`config.mk`:
```
export PLATFORM = sky130hd
export DESIGN_NAME = system_integrity_ctrl_status
export DESIGN_NICKNAME = d
export VERILOG_FILES = /design/src/core/si_ctrl_pkg.sv /design/src/core/system_integrity_ctrl_status.sv
export SDC_FILE = /design/constraint.sdc
export NUM_CORES = 1
export LEC_CHECK = 0
export BUFFER_PORTS_ARGS = -buffer_cell sky130_fd_sc_hd__buf_4
export CORE_ASPECT_RATIO = 1.4
export CORE_MARGIN = 2
export CORE_UTILIZATION = 45
export CTS_CLUSTER_SIZE = 8
export DETAILED_ROUTE_END_ITERATION = 8
export GPL_TIMING_DRIVEN = 1
export PLACE_DENSITY = 0.79
export SYNTH_ARGS = -nofsm -noshare
export SYNTH_HDL_FRONTEND = slang
export SYNTH_SLANG_ARGS = --single-unit
```
`constraint.sdc`:
```
create_clock -name aclk -period 2.2 [get_ports aclk]
set_input_delay 0.44 -clock aclk [delete_from_list [all_inputs] [get_ports aclk]]
set_output_delay 0.44 -clock aclk [all_outputs]
set_load 0.1 [all_outputs]
```
`src/core/si_ctrl_pkg.sv`:
```
// Constants for the paged system integrity control/status register.
// Assumes a 32-bit AXI4-Lite register bus with byte addresses.
package si_ctrl_pkg;

    localparam int ADDR_W = 8;
    localparam int DATA_W = 32;
    localparam int STRB_W = DATA_W / 8;

    // Byte address of the single paged register
    localparam logic [ADDR_W-1:0] INTEGRITY_CTRL_STATUS_OFS = 8'h40;

    // Fields common to both pages
    localparam int PAGE_BIT = 7;

    // Page 0 fields
    localparam int SUPPLY_WARN_IRQ_ENABLE_BIT = 6;
    localparam int SUPPLY_WARN_FLAG_BIT = 5;
    localparam int LOW_VOLTAGE_RESET_FLAG_BIT = 4;
    localparam int CLOCK_FAIL_IRQ_ENABLE_BIT = 2;
    localparam int CLOCK_FAIL_DETECTED_BIT = 1;
    localparam int WATCHDOG_RESET_FLAG_BIT = 0;

    // Page 1 fields
    localparam int VCO_GROUND_SELECT_BIT = 5;
    localparam int PLL_LOCK_BIT = 4;
    localparam int PLL_ENABLE_BIT = 3;
    localparam int CLOCK_SOURCE_SELECT_BIT = 1;

    // Reset values of the fields cleared by system reset
    localparam logic PAGE_RST = 1'b0;
    localparam logic SUPPLY_WARN_IRQ_ENABLE_RST = 1'b0;
    localparam logic CLOCK_FAIL_IRQ_ENABLE_RST = 1'b0;
    localparam logic CLOCK_FAIL_DETECTED_RST = 1'b0;
    localparam logic VCO_GROUND_SELECT_RST = 1'b0;
    localparam logic PLL_ENABLE_RST = 1'b0;
    localparam logic CLOCK_SOURCE_SELECT_RST = 1'b0;

    // AXI response codes
    localparam logic [1:0] RESP_OKAY = 2'h0;
    localparam logic [1:0] RESP_SLVERR = 2'h2;

endpackage : si_ctrl_pkg

```
`src/core/system_integrity_ctrl_status.sv`:
```
// Paged system integrity control/status register behind an AXI4-Lite
// slave, with supply-warning and clock-failure event logic.
// Assumes one clock (aclk) and synchronous active-low reset; monitor
// inputs from analog or pin sources are resynchronised here.
//
// Chosen here: the AXI4-Lite register port and the register addresses.
`timescale 1ns/1ps
module system_integrity_ctrl_status (
    input wire logic aclk,
    input wire logic aresetn,
    // AXI4-Lite slave
    input wire logic [si_ctrl_pkg::ADDR_W-1:0] s_axi_awaddr,
    input wire logic s_axi_awvalid,
    output logic s_axi_awready,
    input wire logic [si_ctrl_pkg::DATA_W-1:0] s_axi_wdata,
    input wire logic [si_ctrl_pkg::STRB_W-1:0] s_axi_wstrb,
    input wire logic s_axi_wvalid,
    output logic s_axi_wready,
    output logic [1:0] s_axi_bresp,
    output logic s_axi_bvalid,
    input wire logic s_axi_bready,
    input wire logic [si_ctrl_pkg::ADDR_W-1:0] s_axi_araddr,
    input wire logic s_axi_arvalid,
    output logic s_axi_arready,
    output logic [si_ctrl_pkg::DATA_W-1:0] s_axi_rdata,
    output logic [1:0] s_axi_rresp,
    output logic s_axi_rvalid,
    input wire logic s_axi_rready,
    // Monitors and reset-source indications
    input wire logic supply_below_warn,
    input wire logic main_osc_stopped,
    input wire logic pll_locked,
    input wire logic lvd_reset_event,
    input wire logic wdg_reset_event,
    input wire logic lvd_option_enable,
    input wire logic pll_clock_option,
    input wire logic in_circuit_debug_session,
    input wire logic halt_mode,
    input wire logic supply_warn_irq_ack,
    // Controls and requests toward the system
    output logic supply_warn_irq,
    output logic clock_fail_irq,
    output logic wake_request,
    output logic pll_enable_out,
    output logic clock_detector_enable,
    output logic safe_osc_enable,
    output logic vco_ground_select_out,
    output logic pll_clock_selected
);
    import si_ctrl_pkg::*;

    // Two-flop synchronisers for asynchronous inputs
    logic [3:0] sync1_r;
    logic [3:0] sync2_r;
    logic supply_below_s, osc_stopped_s, pll_locked_s, icc_s;

    always_ff @(posedge aclk) begin
        if (!aresetn) begin
            sync1_r <= 4'h0;
            sync2_r <= 4'h0;
        end else begin
            sync1_r <= {in_circuit_debug_session, pll_locked,
                        main_osc_stopped, supply_below_warn};
            sync2_r <= sync1_r;
        end
    end

    assign {icc_s, pll_locked_s, osc_stopped_s, supply_below_s} = sync2_r;

    // Bus state
    logic awready_r, awready_nxt;
    logic wready_r, wready_nxt;
    logic aw_held_r, aw_held_nxt;
    logic w_held_r, w_held_nxt;
    logic [ADDR_W-1:0] waddr_r, waddr_nxt;
    logic [7:0] wbyte_r, wbyte_nxt;
    logic wlane_r, wlane_nxt;
    logic bvalid_r, bvalid_nxt;
    logic [1:0] bresp_r, bresp_nxt;
    logic arready_r, arready_nxt;
    logic rvalid_r, rvalid_nxt;
    logic [DATA_W-1:0] rdata_r, rdata_nxt;
    logic [1:0] rresp_r, rresp_nxt;
    // Register state
    logic page_r, page_nxt;
    logic warn_ie_r, warn_ie_nxt;
    logic warn_flag_r, warn_flag_nxt;
    logic warn_pend_r, warn_pend_nxt;
    logic low_voltage_reset_flag_r, low_voltage_reset_flag_nxt;
    logic watchdog_reset_flag_r, watchdog_reset_flag_nxt;
    logic cf_ie_r, cf_ie_nxt;
    logic cf_det_r, cf_det_nxt;
    logic vco_r, vco_nxt;
    logic lock_r, lock_nxt;
    logic pll_enable_r, pll_enable_nxt;
    logic clock_source_select_r, clock_source_select_nxt;
    logic icc_d_r, icc_d_nxt;
    logic cf_irq_r, cf_irq_nxt;
    logic warn_irq_r, warn_irq_nxt;
    logic wake_r, wake_nxt;
    logic clksel_out_r, clksel_out_nxt;
    logic safe_osc_r, safe_osc_nxt;
    logic wr_fire, wr_hit, rd_fire, rd_hit, rd_clear;
    logic [7:0] readback;

    function automatic logic addr_hit(input logic [ADDR_W-1:0] a);
        addr_hit = (a == INTEGRITY_CTRL_STATUS_OFS);
    endfunction : addr_hit
    assign wr_fire = aw_held_r && w_held_r && !bvalid_r;
    assign wr_hit = wr_fire && addr_hit(waddr_r) && wlane_r;
    assign rd_fire = s_axi_arvalid && arready_r;
    assign rd_hit = rd_fire && addr_hit(s_axi_araddr);
    // Reading page 0 is what clears the clock-fail flag
    assign rd_clear = rd_hit && !page_r;

    // One address, content depends on page
    always_comb begin
        readback = 8'h00;
        readback[PAGE_BIT] = page_r;
        if (!page_r) begin
            readback[SUPPLY_WARN_IRQ_ENABLE_BIT] = warn_ie_r;
            readback[SUPPLY_WARN_FLAG_BIT] = warn_flag_r;
            readback[LOW_VOLTAGE_RESET_FLAG_BIT] = low_voltage_reset_flag_r;
            readback[CLOCK_FAIL_IRQ_ENABLE_BIT] = cf_ie_r;
            // Stored flag hidden while PLL is off
            readback[CLOCK_FAIL_DETECTED_BIT] = cf_det_r && pll_enable_r;
            readback[WATCHDOG_RESET_FLAG_BIT] = watchdog_reset_flag_r;
        end else begin
            readback[VCO_GROUND_SELECT_BIT] = vco_r;
            readback[PLL_LOCK_BIT] = lock_r;
            readback[PLL_ENABLE_BIT] = pll_enable_r;
            readback[CLOCK_SOURCE_SELECT_BIT] = clock_source_select_r;
        end
    end
    // AXI4-Lite handshakes; address and data may come in either order
    always_comb begin
        awready_nxt = awready_r;
        wready_nxt = wready_r;
        aw_held_nxt = aw_held_r;
        w_held_nxt = w_held_r;
        waddr_nxt = waddr_r;
        wbyte_nxt = wbyte_r;
        wlane_nxt = wlane_r;
        bvalid_nxt = bvalid_r;
        bresp_nxt = bresp_r;
        arready_nxt = arready_r;
        rvalid_nxt = rvalid_r;
        rdata_nxt = rdata_r;
        rresp_nxt = rresp_r;
        if (s_axi_awvalid && awready_r) begin
            aw_held_nxt = 1'b1;
            awready_nxt = 1'b0;
            waddr_nxt = s_axi_awaddr;
        end
        if (s_axi_wvalid && wready_r) begin
            w_held_nxt = 1'b1;
            wready_nxt = 1'b0;
            wbyte_nxt = s_axi_wdata[7:0];
            wlane_nxt = s_axi_wstrb[0];
        end
        if (wr_fire) begin
            aw_held_nxt = 1'b0;
            w_held_nxt = 1'b0;
            bvalid_nxt = 1'b1;
            bresp_nxt = addr_hit(waddr_r) ? RESP_OKAY : RESP_SLVERR;
        end
        if (bvalid_r && s_axi_bready) begin
            bvalid_nxt = 1'b0;
            awready_nxt = 1'b1;
            wready_nxt = 1'b1;
        end
        if (rd_fire) begin
            arready_nxt = 1'b0;
            rvalid_nxt = 1'b1;
            rdata_nxt = rd_hit ? {24'h000000, readback} : 32'h00000000;
            rresp_nxt = rd_hit ? RESP_OKAY : RESP_SLVERR;
        end
        if (rvalid_r && s_axi_rready) begin
            rvalid_nxt = 1'b0;
            arready_nxt = 1'b1;
        end
    end

    always_ff @(posedge aclk) begin
        if (!aresetn) begin
            awready_r <= 1'b1;
            wready_r <= 1'b1;
            aw_held_r <= 1'b0;
            w_held_r <= 1'b0;
            waddr_r <= '0;
            wbyte_r <= 8'h00;
            wlane_r <= 1'b0;
            bvalid_r <= 1'b0;
            bresp_r <= RESP_OKAY;
            arready_r <= 1'b1;
            rvalid_r <= 1'b0;
            rdata_r <= '0;
            rresp_r <= RESP_OKAY;
        end else begin
            awready_r <= awready_nxt;
            wready_r <= wready_nxt;
            aw_held_r <= aw_held_nxt;
            w_held_r <= w_held_nxt;
            waddr_r <= waddr_nxt;
            wbyte_r <= wbyte_nxt;
            wlane_r <= wlane_nxt;
            bvalid_r <= bvalid_nxt;
            bresp_r <= bresp_nxt;
            arready_r <= arready_nxt;
            rvalid_r <= rvalid_nxt;
            rdata_r <= rdata_nxt;
            rresp_r <= rresp_nxt;
        end
    end

    // Register fields and event logic
    always_comb begin
        page_nxt = page_r;
        warn_ie_nxt = warn_ie_r;
        warn_flag_nxt = supply_below_s;
        warn_pend_nxt = warn_pend_r;
        low_voltage_reset_flag_nxt = low_voltage_reset_flag_r;
        watchdog_reset_flag_nxt = watchdog_reset_flag_r;
        cf_ie_nxt = cf_ie_r;
        cf_det_nxt = cf_det_r;
        vco_nxt = vco_r;
        lock_nxt = pll_locked_s && pll_enable_r;
        pll_enable_nxt = pll_enable_r;
        clock_source_select_nxt = clock_source_select_r;
        icc_d_nxt = icc_s;
        if (wr_hit) begin
            page_nxt = wbyte_r[PAGE_BIT];
            if (!page_r) begin
                // Reserved bits are simply not stored
                warn_ie_nxt = wbyte_r[SUPPLY_WARN_IRQ_ENABLE_BIT];
                cf_ie_nxt = wbyte_r[CLOCK_FAIL_IRQ_ENABLE_BIT];
                // Reset-cause flags only clear, never set, by software
                if (!wbyte_r[LOW_VOLTAGE_RESET_FLAG_BIT]) begin
                    low_voltage_reset_flag_nxt = 1'b0;
                end
                if (!wbyte_r[WATCHDOG_RESET_FLAG_BIT]) begin
                    watchdog_reset_flag_nxt = 1'b0;
                end
            end else begin
                vco_nxt = wbyte_r[VCO_GROUND_SELECT_BIT];
                pll_enable_nxt = wbyte_r[PLL_ENABLE_BIT];
                clock_source_select_nxt = wbyte_r[CLOCK_SOURCE_SELECT_BIT];
                // Keep PLL on while it clocks the core
                if (clock_source_select_r && clock_source_select_nxt) begin
                    pll_enable_nxt = 1'b1;
                end
                // Refuse selecting a PLL that is off
                if (!pll_enable_nxt) begin
                    clock_source_select_nxt = 1'b0;
                end
            end
        end
        // Option byte selects the PLL clock and keeps the PLL running
        if (pll_clock_option) begin
            clock_source_select_nxt = 1'b1;
            pll_enable_nxt = 1'b1;
        end
        // Session start forces a clock independent of the input clock
        if (icc_s && !icc_d_r) begin
            vco_nxt = 1'b1;
            pll_enable_nxt = 1'b1;
            clock_source_select_nxt = 1'b1;
        end
        // Pending supply request; a new toggle beats the ack
        if (supply_warn_irq_ack) begin
            warn_pend_nxt = 1'b0;
        end
        if (warn_ie_r && (supply_below_s != warn_flag_r)) begin
            warn_pend_nxt = 1'b1;
        end
        // Read clears only after the oscillator is back; set wins
        if (rd_clear && !osc_stopped_s) begin
            cf_det_nxt = 1'b0;
        end
        if (osc_stopped_s && pll_enable_r && !halt_mode) begin
            cf_det_nxt = 1'b1;
        end
        if (!pll_enable_r) begin
            cf_det_nxt = 1'b0;
        end
        // Reset causes survive system reset while lvd_option_enable is set, see clocked process
        if (wdg_reset_event) begin
            watchdog_reset_flag_nxt = 1'b1;
        end
        if (lvd_reset_event) begin
            low_voltage_reset_flag_nxt = 1'b1;
            watchdog_reset_flag_nxt = 1'b0;
        end
    end
    // Registered outputs computed from next state
    always_comb begin
        warn_irq_nxt = warn_pend_nxt;
        cf_irq_nxt = cf_ie_nxt && cf_det_nxt && pll_enable_nxt;
        // Halt masks clock-fail wakeup; supply warning still wakes
        wake_nxt = warn_pend_nxt ||
                   (cf_irq_nxt && !halt_mode);
        clksel_out_nxt = pll_clock_option ||
                         (clock_source_select_nxt && pll_enable_nxt);
        safe_osc_nxt = pll_enable_nxt && !halt_mode;
    end

    always_ff @(posedge aclk) begin
        if (!aresetn) begin
            page_r <= PAGE_RST;
            warn_ie_r <= SUPPLY_WARN_IRQ_ENABLE_RST;
            warn_flag_r <= 1'b0;
            warn_pend_r <= 1'b0;
            cf_ie_r <= CLOCK_FAIL_IRQ_ENABLE_RST;
            cf_det_r <= CLOCK_FAIL_DETECTED_RST;
            vco_r <= VCO_GROUND_SELECT_RST;
            lock_r <= 1'b0;
            pll_enable_r <= PLL_ENABLE_RST;
            clock_source_select_r <= CLOCK_SOURCE_SELECT_RST;
            icc_d_r <= 1'b0;
            warn_irq_r <= 1'b0;
            cf_irq_r <= 1'b0;
            wake_r <= 1'b0;
            clksel_out_r <= 1'b0;
            safe_osc_r <= 1'b0;
        end else begin
            page_r <= page_nxt;
            warn_ie_r <= warn_ie_nxt;
            warn_flag_r <= warn_flag_nxt;
            warn_pend_r <= warn_pend_nxt;
            cf_ie_r <= cf_ie_nxt;
            cf_det_r <= cf_det_nxt;
            vco_r <= vco_nxt;
            lock_r <= lock_nxt;
            pll_enable_r <= pll_enable_nxt;
            clock_source_select_r <= clock_source_select_nxt;
            icc_d_r <= icc_d_nxt;
            warn_irq_r <= warn_irq_nxt;
            cf_irq_r <= cf_irq_nxt;
            wake_r <= wake_nxt;
            clksel_out_r <= clksel_out_nxt;
            safe_osc_r <= safe_osc_nxt;
        end
    end
    // Cause flags outlive reset unless the detector option is off
    always_ff @(posedge aclk) begin
        if (!aresetn && !lvd_option_enable) begin
            low_voltage_reset_flag_r <= 1'b0;
            watchdog_reset_flag_r <= 1'b0;
        end else if (!aresetn) begin
            // Causes still recorded while reset is asserted
            low_voltage_reset_flag_r <= low_voltage_reset_flag_r || lvd_reset_event;
            watchdog_reset_flag_r <= lvd_reset_event ? 1'b0 : (watchdog_reset_flag_r || wdg_reset_event);
        end else begin
            low_voltage_reset_flag_r <= low_voltage_reset_flag_nxt;
            watchdog_reset_flag_r <= watchdog_reset_flag_nxt;
        end
    end
    assign s_axi_awready = awready_r;
    assign s_axi_wready = wready_r;
    assign s_axi_bvalid = bvalid_r;
    assign s_axi_bresp = bresp_r;
    assign s_axi_arready = arready_r;
    assign s_axi_rvalid = rvalid_r;
    assign s_axi_rdata = rdata_r;
    assign s_axi_rresp = rresp_r;
    assign supply_warn_irq = warn_irq_r;
    assign clock_fail_irq = cf_irq_r;
    assign wake_request = wake_r;
    assign pll_enable_out = pll_enable_r;
    assign clock_detector_enable = pll_enable_r;
    assign safe_osc_enable = safe_osc_r;
    assign vco_ground_select_out = vco_r;
    assign pll_clock_selected = clksel_out_r;

endmodule : system_integrity_ctrl_status

```
Yosys cells after proc, flatten, opt, wreduce, memory -nomap -nowiden
Cells that the tools add are included.
Storage, ports and cells
  bits in registers: 85
  output and inout bits: 49
  logic and storage cells: 131
Operators by class
  equal/unequal tests: 9
  multiplexer cells: 43
  bitwise gates (word level): 2
  reduce and logical (&&, ||, !) cells: 45
Operators by type and width (count)
  1-bit two-way mux: 39
  1-bit logical AND: 25
  8-bit by 7-bit == test with 1-bit output (second input constant): 2
  8-bit two-way mux: 1
  4-bit inequality test (second input constant): 2
  1-bit logical NOT: 7
  2-bit two-way mux: 3
  3-bit inequality test (second input constant): 2
  3-bit AND reduction: 2
  2-bit OR reduction: 3
  1-bit logical OR: 4
  4-bit by 1-bit inequality test with 1-bit output (second input constant): 1
  2-bit AND reduction: 2
  2-bit nonzero test: 2
  3-bit by 1-bit inequality test with 1-bit output (second input constant): 1
  1-bit inverter: 2
  1-bit inequality test: 1

Longest topological paths before layout
  word-level depth: 12
  mapped depth: 6
  mapped depth without buffers: 5

Worst setup path after synthesis
OpenSTA, ideal clock, no wires.
  kind: flip-flop to flip-flop
  start point: register bvalid_r (netlist: s_axi_bvalid)
  end point: register wake_r (netlist: wake_request)
  data arrival time: 2.103 ns
  data required time: 2.084 ns
  path slack: -0.018 ns
  cell stages (with the launch flop): 6
  buffers on the path: 0
  clock period less this slack: 2.218 ns
  path through: dfxtp_1 -> nand3b_1 -> or4_4 -> mux2i_2 -> nor2_1 -> a31o_1
On the way
  word-level cells in the longest chain between the ends: 10
  elaborated cells between the ends (all ways): 12
  those cells by class: mux (4); reduce/logical (8)
RTL lines
  start: declaration: RTL line system_integrity_ctrl_status.sv:78  | logic bvalid_r, bvalid_nxt;
  start signal: assignment: RTL line system_integrity_ctrl_status.sv:207  | bvalid_r <= bvalid_nxt;
  1-bit logical NOT *: RTL line system_integrity_ctrl_status.sv:109  | assign wr_fire = aw_held_r && w_held_r && !bvalid_r;
  1-bit logical AND *: RTL line system_integrity_ctrl_status.sv:109
  1-bit logical AND * (2 in a row): RTL line system_integrity_ctrl_status.sv:110  | assign wr_hit = wr_fire && addr_hit(waddr_r) && wlane_r;
  1-bit two-way mux: RTL line system_integrity_ctrl_status.sv:231  | if (wr_hit) begin
  1-bit two-way mux: RTL line system_integrity_ctrl_status.sv:259  | if (pll_clock_option) begin
  1-bit two-way mux: RTL line system_integrity_ctrl_status.sv:264  | if (icc_s && !icc_d_r) begin
  1-bit logical AND *: RTL line system_integrity_ctrl_status.sv:298  | cf_irq_nxt = cf_ie_nxt && cf_det_nxt && pll_enable_nxt;
  1-bit logical AND *: RTL line system_integrity_ctrl_status.sv:301  | (cf_irq_nxt && !halt_mode);
  1-bit logical OR *: RTL line system_integrity_ctrl_status.sv:300  | wake_nxt = warn_pend_nxt ||
  end signal: assignment: RTL line system_integrity_ctrl_status.sv:339  | wake_r <= wake_nxt;
  end: declaration: RTL line system_integrity_ctrl_status.sv:100  | logic wake_r, wake_nxt;
Every way passes the cells marked *; elsewhere a longest branch is shown, timed or not.
A chain may end at the register's enable or synchronous reset.

Worst setup path after layout
  start point: register waddr_r[7]
  end point: register wake_r (netlist: wake_request)
On the way
  word-level cells in the longest chain between the ends: 9
  elaborated cells between the ends (all ways): 11
  those cells by class: eq/ne (1); mux (4); reduce/logical (6)
RTL lines
  start: declaration: RTL line system_integrity_ctrl_status.sv:75  | logic [ADDR_W-1:0] waddr_r, waddr_nxt;
  start signal: assignment: RTL line system_integrity_ctrl_status.sv:204  | waddr_r <= waddr_nxt;
  8-bit by 7-bit == test with 1-bit output *: RTL line system_integrity_ctrl_status.sv:107  | addr_hit = (a == INTEGRITY_CTRL_STATUS_OFS);
  1-bit logical AND * (2 in a row): RTL line system_integrity_ctrl_status.sv:110
  1-bit two-way mux: RTL line system_integrity_ctrl_status.sv:231
  1-bit two-way mux: RTL line system_integrity_ctrl_status.sv:259
  1-bit two-way mux: RTL line system_integrity_ctrl_status.sv:264
  1-bit logical AND *: RTL line system_integrity_ctrl_status.sv:298
  1-bit logical AND *: RTL line system_integrity_ctrl_status.sv:301
  1-bit logical OR *: RTL line system_integrity_ctrl_status.sv:300
Marks and branches as above.

==> summary.txt <==
TritonCTS clock tree -> yes
synth unique cells -> 36
drt total wl -> 4600 µm
vias in the first global route -> 1773
combined area of all synthesized cells -> 2310 µm²
number of buffers inserted for hold repair after clock tree synthesis -> 0
overall die width -> 64.5 µm
Core Box Area -> 4880 µm²
Max Clock Freq -> 478 MHz
Rel. slew slack -> 0.625
register bit count reported by yosys -> 59
Cell Count, Final, Fillers Out -> 401
GRT Residual Overflow -> 0
commonest cells after routing, fill and taps aside -> 74 x sky130_fd_sc_hd__buf_4, 58 x sky130_fd_sc_hd__dfxtp_1, 35 x sky130_fd_sc_hd__nand2_1
crit path capture type -> flip-flop
power consumption -> 2.56 mW
gate count after technology mapping -> 259
clk slew on worst S/H paths -> 0.06 ns
TritonCTS buffer count -> 9
total number of H-tree levels -> 3
clock tree skew after final layout -> 0.00449 ns
Clk Latency, worst-skew pair -> 0.33 ns
crit share post-route -> 0.950
total buffers and inverters traversed by the critical path -> 0
diode count -> 0
Critical Path RT -> 2.42 ns
total count of max-transition violations in the final report -> 0
critical path class -> flip-flop to flip-flop
final-stage net count -> 401
unrepaired setup endpoints after global routing -> no
layout cell share with drive strength beyond 1 -> 0.285
global-route wire length before repair -> 7600 µm
largest net degree at the start of global routing -> 24
biggest cell delay along the critical path -> 0.59 ns
worst-path fanout max -> 3
Slew @ Worst Pin -> 0.555 ns
Pre-antenna DRT Iters -> 4
antenna violations before repair -> 0
number of primary I/O pins -> 118
remaining antenna violation count -> 0
result of the run -> finished clean
via count -> 1903
CP Data Arrival Time -> 2.31 ns
detailed placer's ending HPWL -> 3510 µm
Avg Cell Area, Syn -> 8.90 µm²
utilization after layout -> 0.612
Filler Cells Inserted -> 434
post-route DRC violation count -> 0
input/output buffers -> 64
hold violation count in the final report -> 0
postcts setup bufs -> 0
total negative setup slack -> 0 ns
Peak supply drop -> 0.000494 V
Starting Density -> 0.473
Resize count post-CTS -> 0
Yosys warnings -> 0
max-capacitance violation count -> 0
sequential cell area fraction in the yosys report -> 0.512
Top delay family on crit path -> simple AND/OR/NAND/NOR gates
cell-by-cell listing of the critical path -> or4_1 > or4_4 > mux2i_2 > nor2_1 > a31o_1
Die H -> 88.7 µm
maximum number of buffers from clock root to sink -> 2
number of clock sinks -> 59
most common cell after layout, fill and taps aside -> sky130_fd_sc_hd__buf_4
CP max-delay cell -> sky130_fd_sc_hd__or4_1
RePlAce Congestion -> 0.721
routed wire length per instance -> 11.5 µm
number of placed instances, taps included -> 385
global router's overall resource usage -> 0.176
# setup viols final -> 0
post-route minimum period -> 2.09 ns
area added between synthesis and finish -> 29.6%
power density over the cells -> 856 nW/µm²
worst hold slack across all endpoints -> 0.277 ns
CTS root buffer -> sky130_fd_sc_hd__clkbuf_8
P_leak -> 1.35 nW
Die Footprint -> 5720 µm²
number of DRC violations after detailed-routing iteration 0 -> 71
element type at the critical path start -> flip-flop
class of the tightest hold or removal check -> input port to flip-flop
via density per instance -> 4.75
number of placement rows -> 30
-- synthesized netlist by cell type (all sizes together) --
cell type  instances  area [µm²]
a32oi              1        8.76
o21ai              6        30.0
and3               1        6.26
mux2i              4        43.8
conb               1        3.75
buf               27         203
or4b               2        23.8
a221o              1        10.0
inv                9        33.8
nand2             35         131
and2              12        75.1
or2                1        6.26
o311ai             1        8.76
nand2b             3        18.8
o2111ai            1        8.76
mux2               3        33.8
nand3b             2        15.0
a211oi             1        7.51
a31o               1        8.76
nor2b              3        18.8
or4                3        26.3
nor2              22        82.6
nand3             10        50.1
xor2               1        8.76
nor4               2        18.8
clkbuf            10        37.5
dfxtp             59        1180
nor3               4        20.0
o31ai              1        7.51
a22oi              7        52.6
a21oi             25         125
-- through the flow --
step                setup WS, ns  cell area, µm²
floorplan                  0.103            2400
global placement           0.140            2800
finish                     0.109            2990
global route              0.0607            2990
CTS                        0.101            2990
detailed placement         0.130            2800
-- worst paths after layout --
check / slack [ns] / cells after the start / to / start
min reg2reg: 0.43 / 1 / sync2_r[2]$_SDFF_PN0_ / sync1_r[2]$_SDFF_PN0_
max reg2reg: 0.11 / 5 / wake_request$_SDFF_PN0_ / waddr_r[7]$_SDFFE_PN0P_
max: 0.11 / 5 / wake_request$_SDFF_PN0_ / waddr_r[7]$_SDFFE_PN0P_
min: 0.28 / 2 / watchdog_reset_flag_r$_SDFFE_PP0P_ / lvd_reset_event
-- final cells by class --
cell class,instances,area [µm²],area share
inverters,9,33.8,0.0113
well taps,64,80.1,0.0268
flip-flops and latches,59,1180,0.396
multi-input cells,179,945,0.316
clock buffers,15,186,0.0624
repair buffers,74,556,0.186
clock inverters,1,5.00,0.00168
-- worst register-to-register path, cell delays in order (launching register included) --
cell,delay [ns]
sky130_fd_sc_hd__dfxtp_1,0.32
sky130_fd_sc_hd__or4_1,0.59
sky130_fd_sc_hd__or4_4,0.55
sky130_fd_sc_hd__mux2i_2,0.24
sky130_fd_sc_hd__nor2_1,0.06
sky130_fd_sc_hd__a31o_1,0.22
-- cell families after synthesis --
kind of cell | after synthesis | share of synthesized area
compound gates | 45 | 0.116
xor+xnor | 1 | 0.00380
buf+inv | 46 | 0.119
flops | 59 | 0.512
mux | 7 | 0.0336
other cells | 1 | 0.00163
simple gates | 100 | 0.214
-- registers in the layout (all words and copies together) (netlist names), 4 cells and up --
signal	cells
sync1_r	4
sync2_r	4
s_axi_rdata	8
waddr_r	8
wbyte_r	8
-- power by group --
part	switching (mW)	internal, mW	total (mW)
combinational	0.388	0.110	0.498
clock	0.384	0.531	0.915
sequential	0.0272	1.12	1.14
total	0.799	1.76	2.56
-- routing by layer --
layer	track usage	vias up	routed length [µm]
met1	0.170	863	1730
li1	-	962	-
met2	0.327	68	2470
met4	0.0812	0	78
met5	0	-	0
met3	0.0725	10	325
Power figures use the tool's default switching activity.
